[src/core/pwm_pkg.sv]
package pwm_pkg;
	// Byte offsets of the global registers
	localparam logic [11:0] OFF_MODE    = 12'h000;
	localparam logic [11:0] OFF_ON_SET  = 12'h004;
	localparam logic [11:0] OFF_ON_CLR  = 12'h008;
	localparam logic [11:0] OFF_STATUS  = 12'h00c;
	localparam logic [11:0] OFF_IRQ_SET = 12'h010;
	localparam logic [11:0] OFF_IRQ_CLR = 12'h014;
	localparam logic [11:0] OFF_IRQ_MSK = 12'h018;
	localparam logic [11:0] OFF_IRQ_FLG = 12'h01c;
	// Channel register window: base plus channel times stride
	localparam logic [11:0] OFF_CH_BASE = 12'h200;
	localparam int          CH_SHIFT    = 5;
	localparam logic [4:0]  CH_MODE     = 5'h00;
	localparam logic [4:0]  CH_DUTY     = 5'h04;
	localparam logic [4:0]  CH_PERIOD   = 5'h08;
	localparam logic [4:0]  CH_COUNT    = 5'h0c;
	localparam logic [4:0]  CH_UPDATE   = 5'h10;
	localparam int          NUM_CH      = 4;
	// Channel mode field positions
	localparam int          MODE_SEL_LSB = 0;
	localparam int          MODE_ALIGN   = 8;
	localparam int          MODE_START   = 9;
	localparam int          MODE_TARGET  = 10;
	// Global mode field positions (divider A and B)
	localparam int          DIVIDER_A_FACTOR_LSB = 0;
	localparam int          PREA_LSB = 8;
	localparam int          DIVIDER_B_FACTOR_LSB = 16;
	localparam int          PREB_LSB = 24;
	// Clock select codes
	localparam logic [3:0]  SEL_MAX_POW = 4'ha;
	localparam logic [3:0]  SEL_CLK_A   = 4'hb;
	localparam logic [3:0]  SEL_CLK_B   = 4'hc;
	// Reset values
	localparam logic [15:0] RESET_VALUE = 16'h0000;
endpackage : pwm_pkg

[src/core/four_channel_pwm_regs.sv]
// The address map and the APB register port are this design's own decisions.
`timescale 1ns/1ps
// Summary of operation
// - Status bits show which channels run
// - Enable-set write of 1 unmasks interrupt
// - Enable-clear write of 1 masks interrupt
// - Mask view reads current enabled interrupts
// - Flag set after each completed period
// - Reading flags clears those it returned
// - Clock select: SYSTEM_MASTER_CLOCK/2^n, clock A, B
// - Alignment bit: left or center
// - Start level bit sets initial output
// - Target bit routes update to duty/period
// - Duty and period keep 16 bits
// - Left period is value times prescale
// - Center period doubles left period
// - Divided clocks scale period likewise
// - Counter clears on enable, left wrap
// - Update held until period end
// - On-set/on-clear writes start, stop channels
module four_channel_pwm_regs
	import pwm_pkg::*;
(
	// APB clock and reset
	input  wire logic        pclk,
	input  wire logic        presetn,
	// APB slave
	input  wire logic        psel,
	input  wire logic        penable,
	input  wire logic        pwrite,
	input  wire logic [11:0] paddr,
	input  wire logic [31:0] pwdata,
	output logic      [31:0] prdata,
	output logic             pready,
	output logic             pslverr,
	// Waveforms and interrupt
	output logic      [3:0]  pwm_out,
	output logic             irq
);

	// Bus timing
	// Read data is captured from the registers in the setup cycle.
	// It stands in prdata through the access cycle, so zero wait
	// states are kept while prdata still comes from a flip-flop.
	// After the access edge prdata returns to zero.
	// Writes take effect at the access edge only.
	// Unmapped places read zero and ignore writes; no error is given.

	// Flag clearing
	// Only the flags reported in the captured read data are cleared.
	// A period end between capture and access survives the read,
	// so no completion is ever lost to a racing read.
	// A period end in the access cycle itself also wins over the clear.

	// Channel engine
	// Each channel owns a free-running prescale chain.
	// A power-of-two code ticks when the low chain bits are all ones.
	// Codes for divided clocks A and B take the shared divider pulses.
	// Reserved codes give no tick, so the counter simply stops.
	// Left alignment counts 0 up to period minus one, then wraps.
	// Center alignment counts up to the period and back down to zero,
	// which doubles the output period for the same period value.
	// A period ends at the wrap to zero in either alignment.

	// Waveform
	// The output holds the start level while the counter is below duty.
	// It shows the inverse level for the rest of the period.
	// A stopped channel rests at its start level.
	// Changing start level or alignment while running may glitch;
	// software is expected to stop the channel first.

	// Updates
	// A write to the update place is held with a pending flag.
	// At the next period end it lands in duty or period, by target bit.
	// A second update before that end replaces the first one.
	// Writing duty or period directly takes effect at once.

	// Dividers
	// Each divider counts prescaled ticks up to its factor.
	// A factor of zero turns the divided clock off.
	// A factor of one passes the prescaled tick straight through.
	// The divider prescale chain runs free and is shared by both.

	// Interrupt
	// The interrupt line is the OR of flags gated by the mask.
	// It is a pure function of registers, so it cannot glitch on reads.

	// Per-channel state
	typedef struct packed {
		logic [10:0] mode;      // Target, start, align, 4 unused, select
		logic [15:0] duty;      // Active duty value
		logic [15:0] period;    // Active period value
		logic [15:0] count;     // Channel counter
		logic        down;      // Center mode counting down
		logic [15:0] pending;   // Held update value
		logic        pend_ok;   // Update waiting for period end
		logic [10:0] presc;     // Master clock prescale chain
		logic        wave;      // Registered waveform level
	} chan_t;

	// Whole block state
	typedef struct packed {
		logic [31:0] gmode;     // Divider A/B setup
		logic [7:0]  div_a;     // Divider A counter
		logic [7:0]  div_b;     // Divider B counter
		logic        tick_a;    // Divided clock A pulse
		logic        tick_b;    // Divided clock B pulse
		logic [3:0]  on;        // Channel running
		logic [3:0]  mask;      // Interrupt enabled
		logic [3:0]  flags;     // Period-done flags
		logic [31:0] rdata;     // Read data register
		chan_t [3:0] ch;        // Channels
	} state_t;

	state_t st;            // Current state
	state_t next_st;       // Next state

	// Unit prescaler tick for a power-of-two divider selection
	function automatic logic pow_tick(input logic [10:0] chain,
		input logic [3:0] code);
		logic t;
		t = 1'b0;
		if (code == 4'h0) begin
			t = 1'b1;
		end else begin
			// All lower bits ones means the bit of that weight rolls over
			t = &(chain | ~((11'h001 << code) - 11'h001));
		end
		return t;
	endfunction : pow_tick

	// Prescaler tick for divider A/B from the master prescale chain
	function automatic logic div_in(input logic [10:0] chain,
		input logic [3:0] pre);
		logic t;
		t = 1'b0;
		if (pre <= SEL_MAX_POW) begin
			t = pow_tick(chain, pre);
		end
		return t;
	endfunction : div_in

	// Global prescale chain shared by the dividers
	logic [10:0] gchain;       // Free-running master clock chain
	logic [10:0] next_gchain;  // Next chain value

	// Bus decode
	logic        acc;          // Access phase
	logic        wr;           // Write taking effect
	logic        rd;           // Read setup: read data is captured
	logic        rd_done;      // Read access edge: flags may clear
	logic        in_ch;        // Address in channel window
	logic [1:0]  ch_idx;       // Addressed channel
	logic [4:0]  ch_off;       // Offset inside channel window

	always_comb begin
		acc    = psel & penable;
		wr     = acc & pwrite;
		rd     = psel & ~penable & ~pwrite;
		rd_done = acc & ~pwrite;
		in_ch  = (paddr[11:7] == OFF_CH_BASE[11:7]);
		ch_idx = paddr[6:5];
		ch_off = paddr[4:0];
	end

	// Zero wait states, no error responses
	assign pready  = 1'b1;
	assign pslverr = 1'b0;
	assign prdata  = st.rdata;
	assign irq     = |(st.flags & st.mask);

	always_comb begin
		pwm_out = '0;
		for (int i = 0; i < NUM_CH; i++) begin
			pwm_out[i] = st.ch[i].wave;
		end
	end

	// Next-state logic for all registers and channels
	always_comb begin
		logic        tick;
		logic        pend_end;
		logic [7:0]  dv;
		logic [15:0] cnt;
		logic [3:0]  sets;
		sets        = 4'h0;
		next_st     = st;
		tick        = 1'b0;
		pend_end    = 1'b0;
		dv          = 8'h00;
		cnt         = 16'h0000;
		next_gchain = gchain + 11'h001;
		next_st.rdata = 32'h0000_0000;

		// Divided clocks A and B; factor zero stops them
		next_st.tick_a = 1'b0;
		dv = st.gmode[DIVIDER_A_FACTOR_LSB +: 8];
		if (dv != 8'h00 && div_in(gchain, st.gmode[PREA_LSB +: 4])) begin
			if (st.div_a + 8'h01 >= dv) begin
				next_st.div_a  = 8'h00;
				next_st.tick_a = 1'b1;
			end else begin
				next_st.div_a = st.div_a + 8'h01;
			end
		end
		next_st.tick_b = 1'b0;
		dv = st.gmode[DIVIDER_B_FACTOR_LSB +: 8];
		if (dv != 8'h00 && div_in(gchain, st.gmode[PREB_LSB +: 4])) begin
			if (st.div_b + 8'h01 >= dv) begin
				next_st.div_b  = 8'h00;
				next_st.tick_b = 1'b1;
			end else begin
				next_st.div_b = st.div_b + 8'h01;
			end
		end

		// Channel engines
		for (int i = 0; i < NUM_CH; i++) begin
			next_st.ch[i].presc = st.ch[i].presc + 11'h001;
			// Counter clock selection
			unique case (st.ch[i].mode[3:0])
				SEL_CLK_A: tick = st.tick_a;
				SEL_CLK_B: tick = st.tick_b;
				default: begin
					// Reserved codes stop the counter
					tick = (st.ch[i].mode[3:0] <= SEL_MAX_POW) &&
						pow_tick(st.ch[i].presc, st.ch[i].mode[3:0]);
				end
			endcase
			pend_end = 1'b0;
			cnt = st.ch[i].count;
			if (st.on[i] && tick) begin
				if (!st.ch[i].mode[MODE_ALIGN]) begin
					// Left aligned: period ticks per cycle
					if (cnt + 16'h0001 >= st.ch[i].period) begin
						cnt = 16'h0000;
						pend_end = 1'b1;
					end else begin
						cnt = cnt + 16'h0001;
					end
				end else if (!st.ch[i].down) begin
					// Center aligned: up then down, twice as long
					if (cnt + 16'h0001 >= st.ch[i].period) begin
						next_st.ch[i].down = 1'b1;
						cnt = st.ch[i].period;
					end else begin
						cnt = cnt + 16'h0001;
					end
				end else begin
					if (cnt <= 16'h0001) begin
						cnt = 16'h0000;
						next_st.ch[i].down = 1'b0;
						pend_end = 1'b1;
					end else begin
						cnt = cnt - 16'h0001;
					end
				end
			end
			next_st.ch[i].count = cnt;
			// Start level for the first part, inverse after duty
			next_st.ch[i].wave = st.on[i] &
				((cnt < st.ch[i].duty) ~^ st.ch[i].mode[MODE_START]) ^
				~st.on[i] & st.ch[i].mode[MODE_START];
			if (!st.on[i]) begin
				next_st.ch[i].wave = st.ch[i].mode[MODE_START];
			end
			if (pend_end) begin
				next_st.flags[i] = 1'b1;
				sets[i] = 1'b1;
				// Held update lands at period end
				if (st.ch[i].pend_ok) begin
					next_st.ch[i].pend_ok = 1'b0;
					if (st.ch[i].mode[MODE_TARGET]) begin
						next_st.ch[i].period = st.ch[i].pending;
					end else begin
						next_st.ch[i].duty = st.ch[i].pending;
					end
				end
			end
		end

		// Flags clear at the read's access edge; a new set wins
		if (rd_done && !in_ch && paddr == OFF_IRQ_FLG) begin
			next_st.flags = (st.flags & ~st.rdata[3:0]) | sets;
		end
		// Read data captured in the setup cycle
		if (rd && !in_ch) begin
			unique case (paddr)
				OFF_MODE:    next_st.rdata = st.gmode;
				OFF_IRQ_FLG: next_st.rdata = {28'h0, st.flags};
				OFF_STATUS:  next_st.rdata = {28'h0, st.on};
				OFF_IRQ_MSK: next_st.rdata = {28'h0, st.mask};
				default:     next_st.rdata = 32'h0000_0000;
			endcase
		end else if (rd && in_ch) begin
			unique case (ch_off)
				CH_MODE:   next_st.rdata = {21'h0, st.ch[ch_idx].mode};
				CH_DUTY:   next_st.rdata = {16'h0, st.ch[ch_idx].duty};
				CH_PERIOD: next_st.rdata = {16'h0, st.ch[ch_idx].period};
				CH_COUNT:  next_st.rdata = {16'h0, st.ch[ch_idx].count};
				default:   next_st.rdata = 32'h0000_0000;
			endcase
		end

		// Register writes
		if (wr && !in_ch) begin
			unique case (paddr)
				OFF_MODE:    next_st.gmode = pwdata;
				OFF_ON_SET: begin
					next_st.on = st.on | pwdata[3:0];
					for (int i = 0; i < NUM_CH; i++) begin
						if (pwdata[i]) begin
							next_st.ch[i].count = 16'h0000;
							next_st.ch[i].down  = 1'b0;
						end
					end
				end
				OFF_ON_CLR:  next_st.on = st.on & ~pwdata[3:0];
				OFF_IRQ_SET: next_st.mask = st.mask | pwdata[3:0];
				OFF_IRQ_CLR: next_st.mask = st.mask & ~pwdata[3:0];
				default: ;
			endcase
		end else if (wr && in_ch) begin
			// Duty, period and update keep 16 bits; mode keeps 7
			unique case (ch_off)
				CH_MODE: begin
					next_st.ch[ch_idx].mode = {pwdata[10:8], 4'h0,
						pwdata[3:0]};
				end
				CH_DUTY:   next_st.ch[ch_idx].duty   = pwdata[15:0];
				CH_PERIOD: next_st.ch[ch_idx].period = pwdata[15:0];
				CH_UPDATE: begin
					next_st.ch[ch_idx].pending = pwdata[15:0];
					next_st.ch[ch_idx].pend_ok = 1'b1;
				end
				default: ;
			endcase
		end
	end

	// State registers
	always_ff @(posedge pclk or negedge presetn) begin
		if (!presetn) begin
			st     <= '0;
			gchain <= 11'h000;
		end else begin
			st     <= next_st;
			gchain <= next_gchain;
		end
	end

endmodule : four_channel_pwm_regs

[config.mk]
export PLATFORM = sky130hd
export DESIGN_NAME = four_channel_pwm_regs
export DESIGN_NICKNAME = d
export VERILOG_FILES = /design/src/core/pwm_pkg.sv /design/src/core/four_channel_pwm_regs.sv
export SDC_FILE = /design/constraint.sdc
export NUM_CORES = 2
export LEC_CHECK = 0
export ABC_AREA = 1
export CORE_MARGIN = 2
export CORE_UTILIZATION = 50
export DETAILED_ROUTE_END_ITERATION = 10
export DONT_BUFFER_PORTS = 1
export PLACE_DENSITY = 0.63
export RECOVER_POWER = 25
export SLEW_MARGIN = 20
export SYNTH_ARGS = -nofsm -noshare
export SYNTH_HDL_FRONTEND = slang
export SYNTH_SLANG_ARGS = --single-unit
[constraint.sdc]
create_clock -name pclk -period 6.7 [get_ports pclk]
set_clock_uncertainty 0.2 [all_clocks]
set_input_delay 1.005 -clock pclk [delete_from_list [all_inputs] [get_ports pclk]]
set_output_delay 1.005 -clock pclk [all_outputs]
set_load 0.01 [all_outputs]
==> results.txt <==
The run finished, with violations left. The worst register-to-register path begins at st[297]$_DFF_PN0_. A synthesized cell averages roughly 7.5 um2.

dfrtp_1 takes more of the synthesized area than any other cell. The data arrival at the endpoint of the critical path is just over 6 ns. The biggest cell delay along the critical path is around 0.45 ns. The number of nets with antenna violations after routing came out at 0.

The worst register-to-register path ends at pwm_out[3]$_DFF_PN0_. Routability-driven placement finished with a final weighted congestion of between 0.9 and 1. The overall die width is 253.7 um. Counting I/O delays and the setup requirement, the final critical path takes 5.748 ns.

The die covers roughly 64000 um2. The clock slew seen by the registers of the worst setup and hold paths came out at ~0.06 ns. The largest driver fanout on the critical path came out at 16.

The number of max-slew violations in the final report is 0. The path type of the worst min-delay path is in2async. The pin count of the biggest net entering global routing is approximately 460. The starting DRC count in detailed routing came out at 3616. The register bit count reported by yosys is 461. The count of yosys warnings during synthesis came out at 0. The detailed-route wire length per cell came out at about 23 um. The global-route total usage across every layer is 35.55%. Pin placement for this block handled 88 I/O pins. The global-route wire length before repair is around 170000 um. The number of gates resized after CTS is 0. The total DRC errors in the routed layout came out at 0. Yosys attributes the largest share of cell area to dfrtp_1, nand2_1, inv_1.

The final hold slack is -0.1361 ns. In the synthesized netlist the async set-or-reset flop fraction comes to 100.0%. The share of the synthesized area in the top cell type is between 30% and 40%. Synthesis produced around 4200 cells. The flop-to-flop setup slack came out at 0.95 ns. The number of standard-cell rows in the floorplan came out at 91.

In the synthesized netlist the dominant register cell turns out to be dfrtp_1. Wires add up to approximately 120000 um. The area share of and/or/nand/nor cells after synthesis came out at 19.52%.

The setup TNS is 0 ns. The net count of the mapped netlist is between 4000 and 5000. In this run the clock root is driven by a clkbuf_16.

The mux share of post-synthesis cell area came out at 0%. The total core area came out at slightly above 60000 um2. The estimated wirelength of the detail-placed design is between 80000 and 90000 um. The number of synthesized flops with an enable pin is 0. The number of levels the H-tree was split into is 2.

The number of hold-slack violations in the final timing report is 92. The worst supply voltage drop on vdd is between 0.15 and 0.2 mV. The routed layout has just under 30000 vias. The cell repeated most along the worst path is nand2_1.

The worst register-to-register path has a depth of 27. The relative slew slack came out at 29.42%. The number of setup buffers added after CTS is 0. The checks that failed: hold timing.

The number of global-route vias before repair was around 27000. The clock sink total came out at roughly 460. The initial antenna violation count came out at 3. The synthesized netlist devotes 21.38% of its cell area to compound gates. The share of cells above drive strength 1 came out at under 10%. By area, the combinational part of the netlist is dominated by compound AO/OA/AOI/OAI gates. Input and output buffers added on the ports amount to 0. The area added between synthesis and finish is 7.035%. The latest clock arrival within the worst-skew pair is between 0.6 and 0.7 ns.

The maximum count of clock buffers along a single path is 3. The worst setup path category is reg2reg. The highest clock rate is between 0.15 and 0.2 GHz. The static power due to leakage came out at 16.56 nW.

TritonCTS built the clock tree. The slowest stage of the critical path is the nand2_1 cell. The final period utilization came out at 85.79%. The endpoint required time on the critical path is roughly 7 ns. Dividing total power by cell area gives a power density of 189.1 nW/um2. The final layout contains 4242 nets. The number of distinct library cells after synthesis came out at between 60 and 70. The adder-cell share of the synthesized area came out at 6.622%. The xor and xnor area share after synthesis is approximately 3.7%. The initial utilization of the core area, before any placement, comes to about half. Setup violations remaining at the end of the flow were counted as 0. The type of element launching the critical path is a register.

The sequential share of the synthesized area came out at between 30 and 40%. The count of TritonRoute iterations in the first routing pass came out at 7. The y dimension of the die is between 200 and 300 um.

The number of max-capacitance violations reported came out at 0. The overflow left after global routing came out at 0. Setup repair after global routing left no endpoint under its margin.

The routed via count divided by cell count came out at roughly 6.1. In this run the cell area of the synthesized design comes to just over 30000 um2. STA classifies the critical path endpoint as a register. The worst-margin pin slew came out at about 1.1 ns. The number of buffers created by CTS is 54.
[cell usage after synthesis (16+ instances only)]
library cell / n
o32ai_1: 23
inv_2: 26
dfrtp_1: 461
clkbuf_1: 130
nor2_1: 380
a22oi_1: 80
buf_2: 27
o21ai_0: 336
nor2_2: 16
buf_4: 45
a21oi_1: 160
nor4_1: 17
nor3_1: 69
ha_1: 165
o2111ai_1: 26
nand3_1: 180
inv_1: 661
a221oi_1: 16
o31ai_1: 24
o22ai_1: 159
o21ai_1: 42
nand2_1: 684
o221ai_1: 98
xor2_1: 123
nand4_1: 47
[how the worst max path moves through the flow]
stage	start	end	slack, ns	cells past startpoint
2_1_floorplan	st[32]$_DFF_PN0_	pwm_out[0]$_DFF_PN0_	2.03	31
3_3_place_gp	st[297]$_DFF_PN0_	pwm_out[3]$_DFF_PN0_	1.00	27
3_5_place_dp	st[34]$_DFF_PN0_	pwm_out[0]$_DFF_PN0_	0.99	27
4_1_cts	st[34]$_DFF_PN0_	pwm_out[0]$_DFF_PN0_	1.00	28
5_1_grt	st[210]$_DFF_PN0_	pwm_out[2]$_DFF_PN0_	0.42	29
6_report	st[297]$_DFF_PN0_	pwm_out[3]$_DFF_PN0_	0.95	27
[sequential cells by signal, indices dropped and copies added (netlist names), named ones only]
name,count
st,406
prdata,32
pwm_out,4
gchain,11
[power breakdown]
part | internal [mW] | switching [mW]
clock | 1.87 | 1.30
combinational | 0.0809 | 0.229
sequential | 2.81 | 0.0282
total | 4.76 | 1.55
[kinds of logic (layout without fill, tap and decap cells)]
family,after synthesis,count (layout)
AO/OA/AOI/OAI,1052,1052
XOR/XNOR,131,131
adder cells (fa/ha/maj),165,165
buffers and inverters,911,830
flip-flops,461,461
other,2,5
AND/OR/NAND/NOR,1430,1430
[cell usage in the layout (no fill, tap or decap), drive strengths merged, types with 4 or more instances in the layout]
cell type / count
dfrtp: 461
o21bai: 7
a22oi: 81
o21a: 6
o22ai: 169
ha: 165
nand3b: 4
o211ai: 15
a21oi: 162
xor2: 123
a31oi: 11
a221oi: 16
clkinv: 27
nand2: 693
nand3: 181
nor3: 73
o2111ai: 26
nor4: 19
o311ai: 9
o221ai: 98
o31ai: 24
buf: 33
a211oi: 13
o32ai: 23
inv: 689
o21ai: 378
nand4: 48
nor3b: 4
nor2: 403
clkbuf: 72
bufinv: 7
xnor2: 8
[critical path, delay by kind of cell (launching register included)]
family,cells,cell delay (ns)
AND/OR/NAND/NOR,19,3.21
AO/OA/AOI/OAI,3,0.79
adder cells (fa/ha/maj),3,0.78
flip-flops,1,0.41
XOR/XNOR,1,0.17
buffers and inverters,1,0.07
[routing by layer]
metal | share of wire, % | routed length [um] | GRT usage (%) | vias to the layer above
met3 | 11 | 13130 | 8.491 | 294
met4 | 5.6 | 6427 | 17.18 | 0
met1 | 41 | 47110 | 48.54 | 14130
met2 | 42 | 48450 | 52.91 | 1574
met5 | 0 | 0 | 0 | -
li1 | - | - | - | 13770
[final cells by class]
type | instances | area, um2
antenna | 3 | 7.507
fill | 6015 | 28340
sequential | 461 | 11540
multi-input combinational | 2780 | 16040
timing repair buffer | 33 | 247.7
clock inverter | 27 | 341.6
inverter | 698 | 2621
clock buffer | 72 | 1529
tap | 837 | 1047
[through the flow]
step / utilization (%) / cell area (um2) / power, mW / setup slack, ns / cells
3_5_place_dp: 51.01 / 31480 / 3.182 / 0.9894 / 4809
4_1_cts: 54.04 / 33350 / 6.326 / 1.002 / 4908
2_1_floorplan: - / 31180 / 3.080 / 2.029 / 4152
3_3_place_gp: 51.00 / 31480 / 3.180 / 1.003 / 4809
5_1_grt: 54.06 / 33360 / 6.462 / 0.4242 / 4908
6_report: 54.07 / 33370 / 6.312 / 0.9520 / 4911
Note: power is estimated with default switching activity, not from simulation.
